## src/verilog/uie_pkg.sv

```systemverilog
// Purpose: constants for the receive and bus-event interrupt enable block
// Assumes: APB with 32-bit data; registers at printed index times four
// Notes:   one package shared by the top and the pending-flag module
package uie_pkg;
   // register indices as printed, byte address is index times four
   localparam logic [7:0]  RX_EN_IDX       = 8'h09;
   localparam logic [7:0]  BUS_EN_IDX      = 8'h0b;
   localparam logic [7:0]  BUS_STAT_IDX    = 8'h06;
   localparam logic [7:0]  RX_STAT_IDX     = 8'h0c;
   localparam logic [7:0]  IRQ_STAT_IDX    = 8'h0d;
   localparam logic [7:0]  IRQ_MASK_IDX    = 8'h0e;
   localparam logic [7:0]  RX_EN_RESET     = 8'h0e;
   localparam logic [7:0]  BUS_EN_RESET    = 8'h06;
   localparam logic [7:0]  RX_EN_WMASK     = 8'h0e;
   localparam logic [7:0]  BUS_EN_WMASK    = 8'h0f;
   // bus event field positions
   localparam int          SUSPEND_BIT     = 0;
   localparam int          RESUME_BIT      = 1;
   localparam int          BUS_RESET_BIT   = 2;
   localparam int          FRAME_START_BIT = 3;
   // irq status bits: 0 receive request, 1 bus-event request
   localparam logic [1:0]  IRQ_MASK_RESET  = 2'h0;
   // frame period and watchdog slack
   localparam int          FRAME_US        = 1000;
   localparam int          CLK_MHZ         = 200;
   localparam int          FRAME_CYCLES    = FRAME_US * CLK_MHZ;
   localparam int          FRAME_SLACK     = 2000;

   function automatic logic [9:0] word_index(input logic [11:0] addr);
      return addr[11:2];
   endfunction
endpackage

```

## src/verilog/uie_flags.sv

```systemverilog
// Purpose: sticky pending flags for the bus-level events
// Assumes: event inputs are one-cycle pulses synchronous to pclk
// Notes:   a set in the clearing cycle wins
`timescale 1ns/1ps
module uie_flags
   import uie_pkg::*;
#(
   parameter int FRAME_TIMEOUT = FRAME_CYCLES + FRAME_SLACK
) (
   input  wire logic       pclk,
   input  wire logic       presetn,
   input  wire logic       frame_token,
   input  wire logic       frame_expected,
   input  wire logic       bus_reset_evt,
   input  wire logic       resume_evt,
   input  wire logic       suspend_evt,
   input  wire logic       clear_rd,
   output logic      [3:0] pend
);
   logic [31:0] frame_cnt;
   logic        synth_frame;
   logic [3:0]  set_vec;

   assign synth_frame = frame_expected && (frame_cnt >= 32'(FRAME_TIMEOUT));
   always_comb begin
      set_vec = 4'h0;
      set_vec[FRAME_START_BIT] = frame_token | synth_frame;
      set_vec[BUS_RESET_BIT]   = bus_reset_evt;
      set_vec[RESUME_BIT]      = resume_evt;
      set_vec[SUSPEND_BIT]     = suspend_evt;
   end

   ////////////////////////////////////////////////////////////////////
   // missed frame watchdog
   always_ff @(posedge pclk or negedge presetn) begin
      if (!presetn) begin
         frame_cnt <= 32'h0;
      end else if (frame_token || synth_frame || !frame_expected) begin
         frame_cnt <= 32'h0;
      end else begin
         frame_cnt <= frame_cnt + 32'h1;
      end
   end

   always_ff @(posedge pclk or negedge presetn) begin
      if (!presetn) begin
         pend <= 4'h0;
      end else begin
         pend <= (clear_rd ? 4'h0 : pend) | set_vec;
      end
   end
endmodule

```

## src/verilog/uie_top.sv

```systemverilog
// Purpose: receive and bus-event interrupt enables with APB access
// Assumes: pclk 200 MHz; rx pending flags held outside
// Notes:   reads of bus-event status clear those flags
//
// Implementation choice: the APB register port.
`timescale 1ns/1ps
module uie_top
   import uie_pkg::*;
#(
   parameter int FRAME_TIMEOUT = FRAME_CYCLES + FRAME_SLACK
) (
   input  wire logic        pclk,
   input  wire logic        presetn,
   input  wire logic        psel,
   input  wire logic        penable,
   input  wire logic        pwrite,
   input  wire logic [11:0] paddr,
   input  wire logic [31:0] pwdata,
   output logic      [31:0] prdata,
   output logic             pready,
   output logic             pslverr,
   input  wire logic  [3:1] rx_pending,
   input  wire logic        frame_token,
   input  wire logic        frame_expected,
   input  wire logic        bus_reset_evt,
   input  wire logic        resume_evt,
   input  wire logic        suspend_evt,
   output logic             rx_irq,
   output logic             bus_irq,
   output logic             irq_req,
   output logic             irq
);
   logic [7:0]  rx_en;
   logic [7:0]  bus_en;
   logic [1:0]  irq_stat;
   logic [1:0]  irq_mask;
   logic [3:0]  bus_pend;
   logic [3:0]  rx_terms;
   logic [3:0]  bus_terms;
   logic        access;
   logic        wr;
   logic        rd;
   logic        mapped;
   logic        clear_rd;
   logic [9:0]  idx;
   logic [1:0]  rise;
   logic [1:0]  prev_req;
   logic [31:0] next_prdata;

   ////////////////////////////////////////////////////////////////////
   // apb decode, zero wait state
   assign access = psel && penable;
   assign idx    = word_index(paddr);
   assign wr     = access && pwrite;
   assign rd     = access && !pwrite;
   assign pready = 1'b1;
   assign mapped = idx == 10'(RX_EN_IDX) || idx == 10'(BUS_EN_IDX)
                || idx == 10'(BUS_STAT_IDX) || idx == 10'(RX_STAT_IDX)
                || idx == 10'(IRQ_STAT_IDX) || idx == 10'(IRQ_MASK_IDX);
   assign pslverr  = access && !mapped;
   assign clear_rd = rd && idx == 10'(BUS_STAT_IDX);

   ////////////////////////////////////////////////////////////////////
   // enable registers
   always_ff @(posedge pclk or negedge presetn) begin
      if (!presetn) begin
         rx_en <= RX_EN_RESET;
      end else if (wr && idx == 10'(RX_EN_IDX)) begin
         rx_en <= pwdata[7:0] & RX_EN_WMASK;
      end
   end

   always_ff @(posedge pclk or negedge presetn) begin
      if (!presetn) begin
         bus_en <= BUS_EN_RESET;
      end else if (wr && idx == 10'(BUS_EN_IDX)) begin
         bus_en <= pwdata[7:0] & BUS_EN_WMASK;
      end
   end

   always_ff @(posedge pclk or negedge presetn) begin
      if (!presetn) begin
         irq_mask <= IRQ_MASK_RESET;
      end else if (wr && idx == 10'(IRQ_MASK_IDX)) begin
         irq_mask <= pwdata[1:0];
      end
   end

   ////////////////////////////////////////////////////////////////////
   // pending flags
   uie_flags #(
      .FRAME_TIMEOUT (FRAME_TIMEOUT)
   ) u_flags (
      .pclk           (pclk),
      .presetn        (presetn),
      .frame_token    (frame_token),
      .frame_expected (frame_expected),
      .bus_reset_evt  (bus_reset_evt),
      .resume_evt     (resume_evt),
      .suspend_evt    (suspend_evt),
      .clear_rd       (clear_rd),
      .pend           (bus_pend)
   );

   ////////////////////////////////////////////////////////////////////
   // masking
   assign rx_terms  = {rx_pending, 1'b0} & rx_en[3:0];
   assign bus_terms = bus_pend & bus_en[3:0];

   always_ff @(posedge pclk or negedge presetn) begin
      if (!presetn) begin
         rx_irq  <= 1'b0;
         bus_irq <= 1'b0;
         irq_req <= 1'b0;
      end else begin
         rx_irq  <= |rx_terms;
         bus_irq <= |bus_terms;
         irq_req <= |{rx_terms, bus_terms};
      end
   end

   ////////////////////////////////////////////////////////////////////
   // sticky irq status, write one to clear, set wins
   assign rise = {bus_irq, rx_irq} & ~prev_req;

   always_ff @(posedge pclk or negedge presetn) begin
      if (!presetn) begin
         prev_req <= 2'h0;
      end else begin
         prev_req <= {bus_irq, rx_irq};
      end
   end

   always_ff @(posedge pclk or negedge presetn) begin
      if (!presetn) begin
         irq_stat <= 2'h0;
      end else if (wr && idx == 10'(IRQ_STAT_IDX)) begin
         irq_stat <= (irq_stat & ~pwdata[1:0]) | rise;
      end else begin
         irq_stat <= irq_stat | rise;
      end
   end

   always_ff @(posedge pclk or negedge presetn) begin
      if (!presetn) begin
         irq <= 1'b0;
      end else begin
         irq <= |(irq_stat & irq_mask);
      end
   end

   ////////////////////////////////////////////////////////////////////
   // read data
   always_comb begin
      next_prdata = 32'h0;
      if (rd) begin
         if (idx == 10'(RX_EN_IDX)) begin
            next_prdata = {24'h0, rx_en & RX_EN_WMASK};
         end else if (idx == 10'(BUS_EN_IDX)) begin
            next_prdata = {24'h0, bus_en & BUS_EN_WMASK};
         end else if (idx == 10'(BUS_STAT_IDX)) begin
            next_prdata = {28'h0, bus_pend};
         end else if (idx == 10'(RX_STAT_IDX)) begin
            next_prdata = {28'h0, rx_pending, 1'b0};
         end else if (idx == 10'(IRQ_STAT_IDX)) begin
            next_prdata = {30'h0, irq_stat};
         end else if (idx == 10'(IRQ_MASK_IDX)) begin
            next_prdata = {30'h0, irq_mask};
         end
      end
   end
   assign prdata = next_prdata;
endmodule
```

## config.mk

```make
export PLATFORM = sky130hd
export DESIGN_NAME = uie_top
export DESIGN_NICKNAME = d
export VERILOG_FILES = /design/src/verilog/uie_pkg.sv /design/src/verilog/uie_flags.sv /design/src/verilog/uie_top.sv
export SDC_FILE = /design/constraint.sdc
export NUM_CORES = 1
export LEC_CHECK = 0
export BUFFER_PORTS_ARGS = -buffer_cell sky130_fd_sc_hd__buf_2
export CAP_MARGIN = 40
export CORE_MARGIN = 3
export CORE_UTILIZATION = 25
export DETAILED_ROUTE_END_ITERATION = 12
export HOLD_SLACK_MARGIN = 0.1
export SLEW_MARGIN = 10
export SYNTH_ARGS = -nofsm -noshare
export SYNTH_HDL_FRONTEND = slang
export SYNTH_SLANG_ARGS = --single-unit
```

## constraint.sdc

```tcl
create_clock -name pclk -period 5.2 [get_ports pclk]
set_clock_uncertainty 0.2 [all_clocks]
set_input_delay 0.26 -clock pclk [delete_from_list [all_inputs] [get_ports pclk]]
set_output_delay 0.26 -clock pclk [all_outputs]
set_load 0.02 [all_outputs]
```

=== After elaboration in Yosys (flattened, before gate mapping) ===
Cells that the tools add are included.

* Flip-flop bits (word level): 53
* Input bits: 57
* Output and inout port bits: 38
* Logic and storage cells: 64

* Add/subtract/negate cells: 1
* $lt $le $gt $ge: 1
* Equality and inequality tests: 6
* Mux-type cells: 10
* Bitwise operators: 11
* Reductions and logical operators: 24

{| class="wikitable"
|+ Operator list
! kind !! count
|-
| 32-bit two-way mux || 5
|-
| 10-bit by 4-bit == test with 1-bit output (second input constant) || 5
|-
| 32-bit by 1-bit adder with 32-bit output (second input constant) || 1
|-
| 32-bit by 18-bit greater-or-equal comparator with 1-bit output (second input constant) || 1
|-
| 10-bit by 3-bit == test with 1-bit output (second input constant) || 1
|-
| 1-bit logical AND || 10
|-
| 4-bit AND || 2
|-
| 4-bit two-way mux || 2
|-
| 4-bit OR reduction || 2
|-
| 8-bit OR reduction || 1
|-
| 1-bit logical OR || 7
|-
| 2-bit AND || 3
|-
| 2-bit two-way mux || 3
|-
| 2-bit NOT || 2
|-
| 2-bit bitwise OR || 2
|-
| 4-bit bitwise OR || 1
|-
| 1-bit zero test || 3
|-
| 2-bit OR reduction || 1
|-
| 1-bit bitwise OR || 1
|}

=== Depth between registers and ports, before layout ===
* Word-level depth: 8
* Gate-level depth with buffers: 6
* Depth with buffers taken out: 5

=== Cells and area by module ===
Synthesis repeated with hierarchy kept, for this count alone.

* Cell total of the unflattened synthesis: 257
* Area total of the unflattened synthesis: 2816.5 um2

{| class="wikitable"
|+ By module, submodules not included
! module !! times used !! cells each !! area each (um2)
|-
| uie_flags || 1 || 134 || 1606.5
|-
| uie_top || 1 || 123 || 1209.9
|}

=== Worst setup path after synthesis ===
OpenSTA, ideal clock, no wires.

* Path kind: input-to-output
* Start point: input port paddr[11]
* End point: output port prdata[1]
* Arrival: 2.023 ns
* Required time: 4.740 ns
* Slack: 2.717 ns
* Cell stages on the path: 4
* Buffers on the path: 0
* Cells stage by stage: or4_4 or2_2 or3_1 a221oi_1

* Longest elaborated chain between the ends: 8
* Elaborated cells between the ends (all ways): 13
* Those cells by class: eq/ne: 6; mux: 7

{| class="wikitable"
|+ RTL lines
! what !! line !! text
|-
| start, declared || uie_top.sv:17 || <nowiki>input wire logic [11:0] paddr,</nowiki>
|-
| 10-bit by 4-bit == test with 1-bit output || uie_top.sv:167 || <nowiki>end else if (idx == 10'(IRQ_MASK_IDX)) begin</nowiki>
|-
| 2-bit two-way mux || uie_top.sv:167 ||
|-
| 2-bit two-way mux || uie_top.sv:165 || <nowiki>end else if (idx == 10'(IRQ_STAT_IDX)) begin</nowiki>
|-
| 4-bit two-way mux || uie_top.sv:163 || <nowiki>end else if (idx == 10'(RX_STAT_IDX)) begin</nowiki>
|-
| 32-bit two-way mux || uie_top.sv:161 || <nowiki>end else if (idx == 10'(BUS_STAT_IDX)) begin</nowiki>
|-
| 32-bit two-way mux || uie_top.sv:159 || <nowiki>end else if (idx == 10'(BUS_EN_IDX)) begin</nowiki>
|-
| 32-bit two-way mux (*) || uie_top.sv:157 || <nowiki>if (idx == 10'(RX_EN_IDX)) begin</nowiki>
|-
| 32-bit two-way mux (*) || uie_top.sv:156 || <nowiki>if (rd) begin</nowiki>
|-
| end, declared || uie_top.sv:19 || <nowiki>output logic [31:0] prdata,</nowiki>
|}

Every way passes the cells marked *; elsewhere a longest branch is shown, timed or not.

=== Worst setup path in the final report ===
Ends and elaborated chain as after synthesis.

==> impl_results.md <==
- Die Span Y: 108.4 um
- Starting Density: 0.2621
- Final slew viol count: 0
- Root cell of the clock tree: clkbuf_8
- Leak Pwr: 1.364 nW
- R2r startpoint: u_flags.frame_cnt[29]$_DFF_PN0_
- Worst Max-Slew Pin Slew: 0.7904 ns
- # hold bufs at CTS: 14
- M1 wire length: 2480 um
- DR WL met2: 2346 um
- WHS: 0.2067 ns
- Yosys top cell area share: 0.4582
- H-tree depth: 2
- Vias: 1,949
- WL met3: 397 um
- Setup TNS Final: 0 ns
- Diode count: 0
- Period utilisation layout: 0.4992
- Final HPWL DP: 3952 um
- Max Cap Viol: 0
- Clock transition at the registers of the reported paths: 0.10 ns
- Maximum vdd drop: 0.0001029 V
- Vias in the first global route: 1,815
- Highest routed layer: met4
- Cell accounting for the most synthesized area: dfrtp_1
- Setup-failing EPs final: 0
- Clock Sinks: 53
- Critical Path AT: 2.14 ns
- Post-CTS resize count: 0
- Layout cells sized above 1: 0.1981
- Area of the die: 0.01175 sq mm
- Post-CTS setup buffers: 0
- DR DRC count: 0
- Final ANT Viol Nets: 0
- Total wire length: 5256 um
- Hold wc startpoint: rx_irq$_DFF_PN0_
- Rel. slew slack: 0.4682
- Bufs on Longest Clock Path: 2
- Seq/Total Area, Yosys: 0.5084
- Synthesized area per cell: 10.36 sq um
- CTS tree: done
- CP Max Fanout: 4
- Worst Hold Class: flip-flop to flip-flop
- DR WL/cell: 11.65 um
- Drt pass-1 iters: 4
- CP Launch Type: input pin
- Initial antenna violation count: 0
- Synth Warn #: 0
- CP Class: input pin to output pin
- Remaining Overflow, GRT: 0
- Worst Setup SP: paddr[11]
- Synth top area cells: dfrtp_1 (46%), buf_4 (8.3%), dfstp_2 (5.0%)
- Post-Synthesis Cells: 253
- Minimum clock period: 2.596 ns
- Fmax: 385.2 MHz
- RSZ-0062 raised after global routing: false
- Cell variety after synth: 44
- PortBufs: 35
- Num CTS Buffers: 5
- RR Endpoint: u_flags.pend[3]$_DFF_PN0_
- # nets final: 376
- Most common cell after layout, fill and taps aside: dfrtp_1
- Worst-case reg-to-reg path depth: 5
- CP required: 4.74 ns
- GRT Total Usage: 0.09205
- Critical Path Sink: prdata[1]
- Worst-Skew Late Latency: 0.31 ns
- Std-Cell Rows: 36
- Syn-to-layout area delta: 19.90%
- IO Pins: 95
- Synthesized flop and latch total: 53
- Netlist area before placement: 0.002621 sq mm
- Power Dens Cells: 243.2 mW/mm^2
- Die W: 108.4 um
- Hold violation count in the final report: 0
- First-pass GRT wire length: 8659 um
- Internal reg-to-reg setup slack: 2.88 ns
- Critical path endpoint category: output pin
- Vias per std cell: 4.322
- Pin count of the biggest net entering global routing: 54
- Core area: 0.01000 sq mm
- Status: finished, final reports clean
- Most frequent cells in the layout: dfrtp_1 (48), conb_1 (43), buf_2 (35)
- DRT iter0 DRCs: 103
- GPL Wtd Cong: 0.8529
==> final cells by class <==
cell class	count	area [sq um]
clock buffer	5	68.82
clock inverter	3	46.29
fill	1062	6857
inverter	12	45.04
multi-input combinational	195	1161
sequential	53	1333
tap	133	166.4
timing repair buffer	50	322.8
==> worst min path at each step <==
stage	endpoint	cells past startpoint
after floorplan	bus_en[0]$_DFFE_PN0P_	0
after global placement	prev_req[0]$_DFF_PN0_	0
after detailed placement	prev_req[0]$_DFF_PN0_	0
after CTS	prev_req[0]$_DFF_PN0_	0
after global routing	prev_req[0]$_DFF_PN0_	0
final	prev_req[0]$_DFF_PN0_	0
==> stage by stage <==
step	util	area [sq um]	total power (W)	setup slack, ns	std cells
floorplan	-	2775	0.0004799	2.717	294
global route	0.3143	3143	0.0008030	2.505	451
CTS	0.3143	3143	0.0007773	2.617	451
finish	0.3143	3143	0.0007644	2.604	451
detailed placement	0.2888	2888	0.0004887	2.618	429
global placement	0.2888	2888	0.0004879	2.620	429
==> synthesized netlist by cell type <==
master / n
nand2b_1: 2
and2_1: 1
a21o_1: 3
a211o_1: 1
and3_1: 3
a2111o_1: 1
nor2b_1: 3
mux2_4: 4
o21bai_1: 1
nor3_1: 7
mux2i_1: 2
nand2_1: 16
ha_1: 2
nand4_1: 2
dfstp_2: 5
a21oi_1: 11
o2111ai_1: 1
dfrtp_1: 48
xor2_1: 2
xnor2_1: 9
o21ai_0: 12
or3_1: 6
o211ai_1: 2
inv_1: 12
a221oi_1: 1
nor4_1: 8
buf_4: 29
nor2_1: 17
conb_1: 2
a22o_1: 1
and4b_1: 1
or2_2: 2
a22oi_1: 4
o31ai_1: 3
or3_4: 1
o311a_1: 3
clkbuf_1: 5
mux2_2: 5
a221o_1: 1
o22ai_1: 1
a222oi_1: 1
or4_4: 2
nand3_1: 8
or4_1: 2
==> state kept, by name, summed over array words and instances, names as in the netlist, 2 cells and up <==
name and count:
u_flags.frame_cnt 32, bus_en 4, u_flags.pend 4, rx_en 3
irq_mask 2, irq_stat 2, prev_req 2
==> logic make-up after synthesis <==
family / after synthesis / synth area share
AOI/OAI and AO/OA: 47 / 0.1203
xor gates and xnor gates: 11 / 0.03676
adders and majority gates: 2 / 0.009545
buffers and inverters: 46 / 0.1074
DFF: 53 / 0.5084
muxes: 11 / 0.05203
other: 2 / 0.002865
and+or+nand+nor: 81 / 0.1628
==> critical path, stage by stage <==
cell,delay [ns]
buf_2,0.09
or4_4,0.54
or2_2,0.32
or3_1,0.42
a221oi_1,0.27
buf_2,0.23
==> layer usage <==
layer	vias to the layer above	track usage
met4	0	0.02435
li1	950	-
met3	6	0.02687
met1	922	0.1227
met5	-	0
met2	71	0.1465
==> where the power goes <==
| part | switching [W] | internal (W) | total, W | leakage [nW] |
|---|---|---|---|---|
| Sequential | 0.00000199 | 0.000419 | 0.000421 | 0.658 |
| Clock | 0.000133 | 0.000144 | 0.000277 | 0.0543 |
| Combinational | 0.0000465 | 0.0000203 | 0.0000668 | 0.651 |
Note: power is estimated with default switching activity, not from simulation.
